==> config.mk <==
export PLATFORM = sky130hd
export DESIGN_NAME = link_cmd_decode_addr_windows
export DESIGN_NICKNAME = d
export VERILOG_FILES = /design/src/design/link_bridge_pkg.sv /design/src/design/addr_window_match.sv /design/src/design/intr_vector_store.sv /design/src/design/link_cmd_decode_addr_windows.sv
export SDC_FILE = /design/constraint.sdc
export NUM_CORES = 1
export LEC_CHECK = 0
export ABC_AREA = 1
export BUFFER_PORTS_ARGS = -buffer_cell sky130_fd_sc_hd__clkbuf_2
export CORE_AREA = 2 2 685 687
export CTS_BUF_LIST = sky130_fd_sc_hd__clkbuf_4
export CTS_CLUSTER_DIAMETER = 200
export DETAILED_ROUTE_END_ITERATION = 10
export DIE_AREA = 0 0 687 689
export HOLD_SLACK_MARGIN = 0.12
export MAX_ROUTING_LAYER = met4
export PLACE_DENSITY = 0.3
export SYNTH_ARGS = -nofsm -noshare
export SYNTH_HDL_FRONTEND = slang
export SYNTH_HIERARCHICAL = 1
export SYNTH_SLANG_ARGS = --single-unit
==> constraint.sdc <==
create_clock -name sys_clk_in -period 4.2 [get_ports sys_clk_in]
set_input_delay 1.05 -clock sys_clk_in [delete_from_list [all_inputs] [get_ports sys_clk_in]]
set_output_delay 1.05 -clock sys_clk_in [all_outputs]
set_load 0.1 [all_outputs]
==> src/design/link_bridge_pkg.sv <==
// Constants, types and decode functions shared by the link bridge files
package link_bridge_pkg;

  // Command codes
  localparam logic [5:0] CMD_NOP = 6'h00;
  localparam logic [5:0] CMD_FLUSH = 6'h01;
  localparam logic [5:0] CMD_RD_RESP = 6'h30;
  localparam logic [5:0] CMD_TGT_DONE = 6'h33;
  localparam logic [5:0] CMD_COH_WR = 6'h34;
  localparam logic [5:0] CMD_WR_ADDR_EXT = 6'h35;
  localparam logic [5:0] CMD_COH_RESP = 6'h38;
  localparam logic [5:0] CMD_COH_RD = 6'h39;
  localparam logic [5:0] CMD_BCAST = 6'h3a;
  localparam logic [5:0] CMD_RD_ADDR_EXT = 6'h3b;
  localparam logic [5:0] CMD_FENCE = 6'h3c;
  localparam logic [5:0] CMD_SYNC = 6'h3f;

  // Command field positions
  localparam int CMD_POSTED_BIT = 5;
  localparam int CMD_DWORD_BIT = 2;
  localparam int CMD_EXT_BIT = 0;

  // Sizes
  localparam int NUM_VECTORS = 256;
  localparam int NUM_RX_WIN = 3;
  localparam int NUM_POST_WIN = 2;
  localparam int NUM_PREF_WIN = 2;
  localparam int NUM_UNC_WIN = 2;

  // System map: four 1 TB link windows from this base, selected by bits 41:40
  localparam logic [47:0] LINK_WIN_BASE = 48'h0c00_0000_0000;

  // Link address map
  localparam logic [39:0] MEM_END = 40'h00fc_ffff_ffff;
  localparam logic [39:0] INTR_BASE = 40'h00fd_f800_0000;
  localparam logic [39:0] PIC_BASE = 40'h00fd_f900_0000;
  localparam logic [39:0] SYSMSG_BASE = 40'h00fd_f910_0000;
  localparam logic [39:0] CTRL_CFG_BASE = 40'h00fd_fb00_0000;
  localparam logic [39:0] IO_BASE = 40'h00fd_fc00_0000;
  localparam logic [39:0] BUS_CFG_BASE = 40'h00fd_fe00_0000;

  // Cycles after reset release before the strap is taken
  localparam logic [1:0] STRAP_SETTLE = 2'h3;

  typedef enum logic [2:0] {
    REG_MEM, REG_INTR, REG_PIC, REG_SYSMSG, REG_CTRL_CFG, REG_IO, REG_BUS_CFG, REG_RSVD
  } region_t;

  typedef enum logic [1:0] {
    link0_lower_port, link0_upper_port, link1_lower_port, link1_upper_port
  } port_t;

  typedef struct packed {
    logic en;
    logic [39:0] base;
    logic [39:0] mask;
  } win_t;

  typedef struct packed {
    logic [5:0] cmd;
    logic [39:0] addr;
    logic [7:0] data;
    logic err;
  } link_pkt_t;

  typedef struct packed {
    logic write;
    logic spec;
    logic dword;
    logic [47:0] addr;
  } int_req_t;

  typedef struct packed {
    link_pkt_t pkt;
    region_t region;
    logic uncache;
  } svc_t;

  // Link space decode
  function automatic region_t region_of(input logic [39:0] a);
    region_t r;
    r = REG_RSVD;
    if (a <= MEM_END) r = REG_MEM;
    else if (a[39:24] == INTR_BASE[39:24]) r = REG_INTR;
    else if (a[39:20] == PIC_BASE[39:20]) r = REG_PIC;
    else if (a[39:20] == SYSMSG_BASE[39:20]) r = REG_SYSMSG;
    else if (a[39:24] == CTRL_CFG_BASE[39:24]) r = REG_CTRL_CFG;
    else if (a[39:25] == IO_BASE[39:25]) r = REG_IO;
    else if (a[39:25] == BUS_CFG_BASE[39:25]) r = REG_BUS_CFG;
    return r;
  endfunction : region_of

  // Write commands, extension write commands included
  function automatic logic is_write(input logic [5:0] c);
    return (c[4:3] == 2'b01) || (c == CMD_COH_WR) || (c == CMD_WR_ADDR_EXT);
  endfunction : is_write

  // Read commands, extension read commands included
  function automatic logic is_read(input logic [5:0] c);
    return (c[5:4] == 2'b01) || (c == CMD_COH_RD) || (c == CMD_RD_ADDR_EXT);
  endfunction : is_read

  // Outgoing write, pattern x01x0x
  function automatic logic [5:0] enc_write(input logic posted, input logic dw,
                                           input logic ext);
    return {posted | ext, 2'b01, dw, 1'b0, ext};
  endfunction : enc_write

  // Outgoing read, pattern 010x0x
  function automatic logic [5:0] enc_read(input logic dw, input logic ext);
    return {3'b010, dw, 1'b0, ext};
  endfunction : enc_read

endpackage : link_bridge_pkg

==> src/design/addr_window_match.sv <==
// Hit detection against a set of base and mask address windows
`timescale 1ns/100ps
`default_nettype none

module addr_window_match
  import link_bridge_pkg::*;
#(
  parameter int N = 2
) (
  // Window set
  input wire win_t [N-1:0] win_in,
  // Address under test
  input wire logic [39:0] addr_in,
  output logic hit_out
);

  always_comb begin
    hit_out = 1'b0;
    for (int i = 0; i < N; i++) begin
      if (win_in[i].en && ((addr_in & win_in[i].mask) == win_in[i].base)) begin
        hit_out = 1'b1;
      end
    end
  end

endmodule : addr_window_match

`default_nettype wire

==> src/design/intr_vector_store.sv <==
// Sticky store of the 256 interrupt vectors with masked notification
`timescale 1ns/100ps
`default_nettype none

module intr_vector_store
  import link_bridge_pkg::*;
(
  // Clock and reset
  input wire logic sys_clk_in,
  input wire logic rstn_in,
  // Set and clear
  input wire logic set_in,
  input wire logic [7:0] set_idx_in,
  input wire logic [NUM_VECTORS-1:0] clear_in,
  input wire logic [NUM_VECTORS-1:0] mask_in,
  // State
  output logic [NUM_VECTORS-1:0] vec_out,
  output logic notify_out
);

  logic [NUM_VECTORS-1:0] vec_reg;
  logic [NUM_VECTORS-1:0] vec_next;
  logic notify_reg;
  logic notify_next;

  // Set wins over a clear in the same cycle; notify only where unmasked
  always_comb begin
    vec_next = vec_reg & ~clear_in;
    if (set_in) begin
      vec_next[set_idx_in] = 1'b1;
    end
    notify_next = |(vec_next & mask_in);
  end

  always_ff @(posedge sys_clk_in or negedge rstn_in) begin
    if (!rstn_in) begin
      vec_reg <= '0;
      notify_reg <= 1'b0;
    end else begin
      vec_reg <= vec_next;
      notify_reg <= notify_next;
    end
  end

  assign vec_out = vec_reg;
  assign notify_out = notify_reg;

endmodule : intr_vector_store

`default_nettype wire

==> src/design/link_cmd_decode_addr_windows.sv <==
// Link command decode and encode, interrupt capture and window routing
`timescale 1ns/100ps
`default_nettype none

// Notes on behaviour
// - Code 000000 is empty or flow control; flush 000001 does nothing.
// - Standard write: bit 5 picks nonposted or posted; bit 2 byte or doubleword.
// - Extension mode writes carry bits 5 and 0 set; reads carry bit 0 set.
// - 110000 returns read data; 110011 completes a nonposted write.
// - Extension mode handles coherent and address extension commands.
// - Broadcast does nothing; fence orders earlier before later requests.
// - Sent writes x01x0x, reads 010x0x; bit 0 follows mode; sync never originated.
// - 256 interrupt vectors; fixed and arbitrated messages are accepted.
// - No end-of-interrupt message is ever generated by hardware.
// - Interrupt message sets its vector bit; notify only where unmasked.
// - PIC request, vector query and return done in hardware; vector recorded.
// - Four 1 TB link windows from 0x0C00_0000_0000 upward.
// - Each link decodes a 40-bit space from the low system address bits.
// - Link addresses up to 0xFC_FFFF_FFFF are memory space.
// - Interrupt, PIC response and system message regions are decoded.
// - Controller config, I/O and link config regions; gaps reserved.
// - Host role: window hits served inside, misses sent back peer-to-peer.
// - Slave role: window misses get an error response.
// - Writes in post windows go posted; completion given once sent.
// - Speculative reads answered locally unless a prefetch window is hit.
// - DMA in uncache windows bypasses coherence; others stay coherent.
// - Slave role bit resets to 0, then takes the inverse of the host role strap.
module link_cmd_decode_addr_windows
  import link_bridge_pkg::*;
#(
  parameter port_t OWN_PORT = link0_lower_port
) (
  // Clock and reset
  input wire logic sys_clk_in,
  input wire logic rstn_in,
  // Mode and strap
  input wire logic ext_mode_in,
  input wire logic host_role_strap_in,
  output logic slave_role_select_out,
  // Receive link pins
  input wire logic link_clk_in,
  input wire logic rx_valid_in,
  input wire link_pkt_t rx_pkt_in,
  // Transmit link
  output logic tx_valid_out,
  output var link_pkt_t tx_pkt_out,
  output var port_t tx_port_out,
  // Window configuration
  input wire win_t [NUM_RX_WIN-1:0] rx_win_in,
  input wire win_t [NUM_POST_WIN-1:0] post_win_in,
  input wire win_t [NUM_PREF_WIN-1:0] pref_win_in,
  input wire win_t [NUM_UNC_WIN-1:0] unc_win_in,
  // Internal requests
  input wire logic int_req_valid_in,
  input wire int_req_t int_req_in,
  output logic int_req_ready_out,
  output logic int_done_out,
  output logic int_done_err_out,
  // Inbound service
  output logic svc_valid_out,
  output var svc_t svc_out,
  output logic fence_out,
  output logic rx_bad_out,
  // Interrupts
  input wire logic [NUM_VECTORS-1:0] intr_mask_in,
  input wire logic [NUM_VECTORS-1:0] intr_clear_in,
  input wire logic pic_clear_in,
  output logic [NUM_VECTORS-1:0] intr_vec_out,
  output logic intr_notify_out,
  output logic pic_busy_out
);

  typedef enum logic [1:0] {PIC_IDLE, PIC_QUERY, PIC_CLEAR} pic_state_t;

  // Synchronisers for pins
  logic lclk_s1, lclk_s2, lclk_s3;
  logic rxv_s1, rxv_s2;
  link_pkt_t rx_s1, rx_s2;
  logic strap_s1, strap_s2;

  always_ff @(posedge sys_clk_in or negedge rstn_in) begin
    if (!rstn_in) begin
      lclk_s1 <= 1'b0;
      lclk_s2 <= 1'b0;
      lclk_s3 <= 1'b0;
      rxv_s1 <= 1'b0;
      rxv_s2 <= 1'b0;
      rx_s1 <= '0;
      rx_s2 <= '0;
      strap_s1 <= 1'b0;
      strap_s2 <= 1'b0;
    end else begin
      lclk_s1 <= link_clk_in;
      lclk_s2 <= lclk_s1;
      lclk_s3 <= lclk_s2;
      rxv_s1 <= rx_valid_in;
      rxv_s2 <= rxv_s1;
      rx_s1 <= rx_pkt_in;
      rx_s2 <= rx_s1;
      strap_s1 <= host_role_strap_in;
      strap_s2 <= strap_s1;
    end
  end

  logic rx_fire;
  assign rx_fire = lclk_s2 && !lclk_s3 && rxv_s2;

  // Window hits
  logic rx_hit, unc_hit, post_hit, pref_hit;

  addr_window_match #(.N(NUM_RX_WIN)) u_rx_win (
    .win_in(rx_win_in),
    .addr_in(rx_s2.addr),
    .hit_out(rx_hit)
  );
  addr_window_match #(.N(NUM_UNC_WIN)) u_unc_win (
    .win_in(unc_win_in),
    .addr_in(rx_s2.addr),
    .hit_out(unc_hit)
  );
  addr_window_match #(.N(NUM_POST_WIN)) u_post_win (
    .win_in(post_win_in),
    .addr_in(int_req_in.addr[39:0]),
    .hit_out(post_hit)
  );
  addr_window_match #(.N(NUM_PREF_WIN)) u_pref_win (
    .win_in(pref_win_in),
    .addr_in(int_req_in.addr[39:0]),
    .hit_out(pref_hit)
  );

  // State
  logic [1:0] settle_reg, settle_next;
  logic slave_reg, slave_next;
  pic_state_t pic_reg, pic_next;
  logic pend_reg, pend_next;
  link_pkt_t pend_pkt_reg, pend_pkt_next;
  logic tx_valid_reg, tx_valid_next;
  link_pkt_t tx_pkt_reg, tx_pkt_next;
  port_t tx_port_reg, tx_port_next;
  logic ready_reg, ready_next;
  logic done_reg, done_next;
  logic done_err_reg, done_err_next;
  logic svc_valid_reg, svc_valid_next;
  svc_t svc_reg, svc_next;
  logic fence_reg, fence_next;
  logic bad_reg, bad_next;
  logic pic_busy_reg, pic_busy_next;
  logic set_v;
  logic [7:0] set_idx;
  logic int_take;
  logic in_link_win;
  logic ext_bad;
  logic posted;
  region_t rx_region;

  always_comb begin
    settle_next = settle_reg;
    slave_next = slave_reg;
    pic_next = pic_reg;
    pend_next = 1'b0;
    pend_pkt_next = pend_pkt_reg;
    tx_valid_next = 1'b0;
    tx_pkt_next = tx_pkt_reg;
    tx_port_next = tx_port_reg;
    done_next = 1'b0;
    done_err_next = 1'b0;
    svc_valid_next = 1'b0;
    svc_next = svc_reg;
    fence_next = 1'b0;
    bad_next = 1'b0;
    set_v = 1'b0;
    set_idx = rx_s2.data;
    rx_region = region_of(rx_s2.addr);
    ext_bad = ext_mode_in && (((rx_s2.cmd[4:3] == 2'b01)
      && !(rx_s2.cmd[CMD_POSTED_BIT] && rx_s2.cmd[CMD_EXT_BIT]))
      || ((rx_s2.cmd[5:4] == 2'b01) && !rx_s2.cmd[CMD_EXT_BIT]));
    in_link_win = int_req_in.addr[47:42] == LINK_WIN_BASE[47:42];
    int_take = int_req_valid_in && ready_reg;
    posted = ext_mode_in || post_hit;
    // Strap taken once the synchroniser holds it
    if (settle_reg != STRAP_SETTLE) begin
      settle_next = settle_reg + 2'h1;
      if (settle_reg == STRAP_SETTLE - 2'h1) begin
        slave_next = !strap_s2;
      end
    end
    // Software clears the PIC before a new PIC interrupt is taken
    if ((pic_reg == PIC_CLEAR) && pic_clear_in) begin
      pic_next = PIC_IDLE;
    end
    // Pending link answer goes out first
    if (pend_reg) begin
      tx_valid_next = 1'b1;
      tx_pkt_next = pend_pkt_reg;
      tx_port_next = OWN_PORT;
    end
    // Received packets
    if (rx_fire) begin
      if (is_write(rx_s2.cmd) && rx_region == REG_INTR) begin
        set_v = 1'b1;
      end else if (is_write(rx_s2.cmd) && rx_region == REG_SYSMSG) begin
        if (pic_reg == PIC_IDLE) begin
          pend_next = 1'b1;
          pend_pkt_next = '{cmd: enc_read(1'b0, ext_mode_in), addr: PIC_BASE,
                            data: 8'h00, err: 1'b0};
          pic_next = PIC_QUERY;
        end
      end else if ((rx_s2.cmd == CMD_RD_RESP || rx_s2.cmd == CMD_COH_RESP)
                   && pic_reg == PIC_QUERY) begin
        set_v = 1'b1;
        pic_next = PIC_CLEAR;
      end else if (rx_s2.cmd == CMD_TGT_DONE) begin
        done_next = 1'b1;
        done_err_next = rx_s2.err;
      end else if (rx_s2.cmd == CMD_RD_RESP || rx_s2.cmd == CMD_COH_RESP) begin
        svc_valid_next = 1'b1;
        svc_next = '{pkt: rx_s2, region: rx_region, uncache: 1'b0};
      end else if (rx_s2.cmd == CMD_FENCE) begin
        fence_next = 1'b1;
      end else if (is_write(rx_s2.cmd) || is_read(rx_s2.cmd)) begin
        if (ext_bad) begin
          bad_next = 1'b1;
        end else if (rx_hit) begin
          svc_valid_next = 1'b1;
          svc_next = '{pkt: rx_s2, region: rx_region, uncache: unc_hit};
        end else if (!slave_reg) begin
          pend_next = 1'b1;
          pend_pkt_next = rx_s2;
        end else begin
          pend_next = 1'b1;
          pend_pkt_next = '{cmd: is_read(rx_s2.cmd) ? CMD_RD_RESP : CMD_TGT_DONE,
                            addr: rx_s2.addr, data: 8'h00, err: 1'b1};
        end
      end
      // Nop, flush, broadcast, sync and unsupported codes have no effect
    end
    // Internal requests toward the link
    if (int_take) begin
      if (!in_link_win) begin
        done_next = 1'b1;
        done_err_next = 1'b1;
      end else if (!int_req_in.write && int_req_in.spec && !pref_hit) begin
        done_next = 1'b1;
      end else begin
        tx_valid_next = 1'b1;
        tx_port_next = port_t'(int_req_in.addr[41:40]);
        tx_pkt_next.addr = int_req_in.addr[39:0];
        tx_pkt_next.data = 8'h00;
        tx_pkt_next.err = 1'b0;
        if (int_req_in.write) begin
          tx_pkt_next.cmd = enc_write(posted, int_req_in.dword, ext_mode_in);
          done_next = posted;
        end else begin
          tx_pkt_next.cmd = enc_read(int_req_in.dword, ext_mode_in);
        end
      end
    end
    ready_next = !pend_next;
    pic_busy_next = pic_next != PIC_IDLE;
  end

  always_ff @(posedge sys_clk_in or negedge rstn_in) begin
    if (!rstn_in) begin
      settle_reg <= 2'h0;
      slave_reg <= 1'b0;
      pic_reg <= PIC_IDLE;
      pend_reg <= 1'b0;
      pend_pkt_reg <= '0;
      tx_valid_reg <= 1'b0;
      tx_pkt_reg <= '0;
      tx_port_reg <= link0_lower_port;
      ready_reg <= 1'b0;
      done_reg <= 1'b0;
      done_err_reg <= 1'b0;
      svc_valid_reg <= 1'b0;
      svc_reg <= '0;
      fence_reg <= 1'b0;
      bad_reg <= 1'b0;
      pic_busy_reg <= 1'b0;
    end else begin
      settle_reg <= settle_next;
      slave_reg <= slave_next;
      pic_reg <= pic_next;
      pend_reg <= pend_next;
      pend_pkt_reg <= pend_pkt_next;
      tx_valid_reg <= tx_valid_next;
      tx_pkt_reg <= tx_pkt_next;
      tx_port_reg <= tx_port_next;
      ready_reg <= ready_next;
      done_reg <= done_next;
      done_err_reg <= done_err_next;
      svc_valid_reg <= svc_valid_next;
      svc_reg <= svc_next;
      fence_reg <= fence_next;
      bad_reg <= bad_next;
      pic_busy_reg <= pic_busy_next;
    end
  end

  intr_vector_store u_vec (
    .sys_clk_in(sys_clk_in),
    .rstn_in(rstn_in),
    .set_in(set_v),
    .set_idx_in(set_idx),
    .clear_in(intr_clear_in),
    .mask_in(intr_mask_in),
    .vec_out(intr_vec_out),
    .notify_out(intr_notify_out)
  );

  assign slave_role_select_out = slave_reg;
  assign tx_valid_out = tx_valid_reg;
  assign tx_pkt_out = tx_pkt_reg;
  assign tx_port_out = tx_port_reg;
  assign int_req_ready_out = ready_reg;
  assign int_done_out = done_reg;
  assign int_done_err_out = done_err_reg;
  assign svc_valid_out = svc_valid_reg;
  assign svc_out = svc_reg;
  assign fence_out = fence_reg;
  assign rx_bad_out = bad_reg;
  assign pic_busy_out = pic_busy_reg;
endmodule : link_cmd_decode_addr_windows

`default_nettype wire

==> results.md <==
- Synth Area in XOR/XNOR: 2.393%
- Adder-cell share of the synthesized area: 0.08044%
- Reg2reg end: u_vec/notify_out
- Routed WL: 356,700 um
- Die height: 689 um
- Largest family of logic cells by synthesized area: simple AND/OR/NAND/NOR gates
- #FFs+latches synth: 559
- Io pins: 1,737
- Post-synthesis sequential area ratio: 44.97%
- Max Clock Skew: 0.1702 ns
- Combinational share of power: 28.3%
- Port Buf Inserts: 1,736
- Slew HR: 28.56%
- Simple-gate share of the synthesized area: 39.47%
- Startpoint Class: input pin
- DRT Pass-1 Iters: 8
- Nets: 8,380
- CTS tree: built
- Via density: 3.100
- Share of flip-flops with an asynchronous set or reset: 100.0%
- Ys Warns: 6
- Clk slew on worst S/H paths: 0.06 ns
- Commonest non-fill, non-tap cell in the layout: nand2_1
- Status: finished with violations
- Max VDD drop: 0.1647 mV
- Initial Util: 6.675%
- Final Slew Violations: 0
- PwrDens: 311.3 nW/um^2
- WHS Endpoint: u_vec/vec_out[201]
- Post-CTS setup buffer count: 0
- Syn_nets: 5,995
- Setup violation total in the final timing report: 1
- Setup TNS: -0.06837 ns
- Core area: 466,100 sq um
- DIE AREA: 473,300 sq um
- Most frequent cells in the layout: 2,203 x nand2_1, 1,734 x clkbuf_2, 596 x inv_1
- Period utilization: 101.6%
- Internal: 10,050 uW
- Worst R2R Path Depth: 23
- Total CTS buffers: 193
- Hold Startpoint: intr_clear_in[201]
- Maximum capacitance violations: 0
- Clock sinks: 559
- Pin count of the biggest net entering global routing: 68
- Cells after Synth: 4,638
- Sw Share: 41.32%
- Area Overhead vs Synth: 76.79%
- Hpwl dp: 311,800 um
- Post-route insts no fill: 13,490
- Synth unique cells: 36
- Setup Crit Path Kind: input pin to flop
- Layout cells sized above 1: 31.39%
- Leakage power: 0.02919 uW
- H-tree levels: 4
- Syn_area_per_cell: 6.707 sq um
- CP required: 5.46 ns
- Tot GR Track Use: 14.85%
- Synth Area in Compound Gates: 4.485%
- Worst-path fanout max: 4
- Via count: 41,810
- Final hold vios: 0
- Tmin final: 4.268 ns
- Initial DRC count: 3,494
- Achievable frequency: 0.2343 GHz
- DRC Markers: 0
- Worst reg-to-reg setup slack: 0.25 ns
- CTS Root Cell: clkbuf_4
- Count of standard-cell rows: 251
- Failing checks: negative setup slack
- Mux cell area share after synthesis: 0.06436%
- Hold crit path type: input pin to flop
- Share of total power in sequential cells: 35.7%
- Largest register FFs: 256
- Crit path DAT: 5.53 ns
- First-pass GRT wire length: 444,400 um
- Wire per inst: 26.45 um
- Post-Place Cells: 12,670
- RD Place Congestion: 0.9240
- Die Wd: 687 um
- Slack of the critical path: -0.06837 ns
- Main synth FF type: dfrtp_1
- Critical path capture point type: flop
- Clock network power share: 36.0%
- CTS max path bufs: 4
- Vias in the first global route: 42,210
- EDFF count, synth: 0
- Worst Setup SP: int_req_in[2]
- P_sw: 7075 uW
- Gr ovfl total: 0
- Hold depth: 4
- Initial antenna violation count: 218
- Mapped cell area: 31,110 sq um
- Remaining antenna violation count: 0
- Worst skew pair latency: 1.34 ns
- Worst Max-Slew Pin Slew: 1.060 ns
- Origin of the critical flop-to-flop path: rx_s2[52]
-- repair_timing --
item                                    4_1_cts  5_1_grt
endpoints found under the hold margin       399        0
endpoints found under the setup margin        0        2
resized for setup                             0        7
hold buffers                                356        0
-- stage by stage --
| step | setup slack [ns] | hold WS (ns) | total power, uW | area, sq um | util (%) |
|---|---|---|---|---|---|
| 6_report | -0.06837 | 0.2531 | 17120 | 55000 | 11.80 |
| 5_1_grt | -0.0003593 | 0.1176 | 18000 | 54920 | 11.78 |
| 3_3_place_gp | 0.1989 | 0.3325 | 10780 | 48800 | 10.47 |
| 3_5_place_dp | 0.2315 | 0.3347 | 10780 | 48800 | 10.47 |
| 4_1_cts | 0.09570 | 0.1201 | 17580 | 54620 | 11.72 |
| 2_1_floorplan | 1.621 | 0.3312 | 8351 | 31110 | - |
-- routing by layer --
metal	track usage (%)	routed length [um]	share of wire [%]	up-vias
met3	5.076	35210	9.9	443
met2	23.56	163100	46	2144
met4	4.967	12970	3.6	0
met1	17.51	145400	41	19930
met5	-	0	0	-
li1	-	-	-	19290
-- cells by family (layout without fill, tap and decap cells) --
family / count (synthesis) / count (layout)
simple gates: 3049 / 3049
buf+inv: 685 / 3192
flops: 559 / 559
compound gates: 256 / 256
xor+xnor: 85 / 85
fa+ha+maj: 2 / 2
mux: 2 / 2
other cells: 0 / 143
-- final cells by class --
class	count	area (sq um)
antenna	143	357.8
multi-input combinational	3394	14570
inverter	604	2268
sequential	559	14010
fill	55080	411100
clock buffer	264	1982
tap	6198	7755
clock inverter	53	279.0
timing repair buffer	2271	13780
-- worst max-delay path by stage --
| stage | endpoint | slack (ns) |
|---|---|---|
| 6_report | int_done_out | -0.07 |
| 5_1_grt | u_vec/notify_out | -0.0004 |
| 4_1_cts | int_done_out | 0.1 |
| 3_5_place_dp | u_vec/notify_out | 0.23 |
| 3_3_place_gp | tx_pkt_out[52] | 0.20 |
| 2_1_floorplan | tx_valid_out | 1.62 |
-- power groups by stage --
stage	Clock [uW]	Combinational, uW	Sequential [uW]
finish	6170	4840	6110
CTS	6540	4920	6120
global placement	0	4570	6220
global route	6740	5110	6150
floorplan	0	861	7490
detailed placement	0	4570	6210
-- critical path, stage by stage --
cell	delay (ns)
dlygate4sd3_1	0.54
clkbuf_2	0.22
buf_12	0.21
nand2_1	0.09
xor2_1	0.14
nand2_1	0.06
nor2_1	0.30
nand2_1	0.11
nor2_2	0.36
nand3_1	0.15
buf_4	0.16
nand2_1	0.09
o21ai_0	0.11
nand3_1	0.09
dlygate4sd3_1	0.54
o21ai_0	0.07
dlygate4sd3_1	0.59
nand2_1	0.06
dlygate4sd3_1	0.54
-- Yosys cell counts (2+ instances only) --
| cell type | instances | area (sq um) |
|---|---|---|
| or2_0 | 6 | 37.54 |
| dfrtp_1 | 559 | 13990 |
| a21boi_1 | 3 | 22.52 |
| clkbuf_1 | 38 | 142.6 |
| nor2_1 | 365 | 1370 |
| clkinv_1 | 5 | 18.77 |
| xnor2_1 | 2 | 17.52 |
| inv_2 | 2 | 7.510 |
| buf_2 | 25 | 125.1 |
| nand3b_1 | 52 | 390.4 |
| a21oi_1 | 13 | 65.06 |
| o22ai_1 | 15 | 93.84 |
| inv_1 | 597 | 2241 |
| o21ai_1 | 5 | 25.02 |
| nor3_1 | 9 | 45.04 |
| mux2i_1 | 2 | 20.02 |
| a31oi_1 | 43 | 269.0 |
| buf_1 | 9 | 33.78 |
| xor2_1 | 83 | 727.0 |
| buf_6 | 4 | 45.04 |
| nand4_1 | 54 | 337.8 |
| ha_1 | 2 | 25.02 |
| nand3_1 | 343 | 1717 |
| nand2_1 | 2207 | 8284 |
| nand3_2 | 3 | 30.03 |
| o21a_1 | 6 | 45.04 |
| nor2_2 | 8 | 50.05 |
| buf_4 | 3 | 22.52 |
| o21ai_0 | 168 | 840.8 |
No activity file was read; power rests on OpenSTA's default activity.
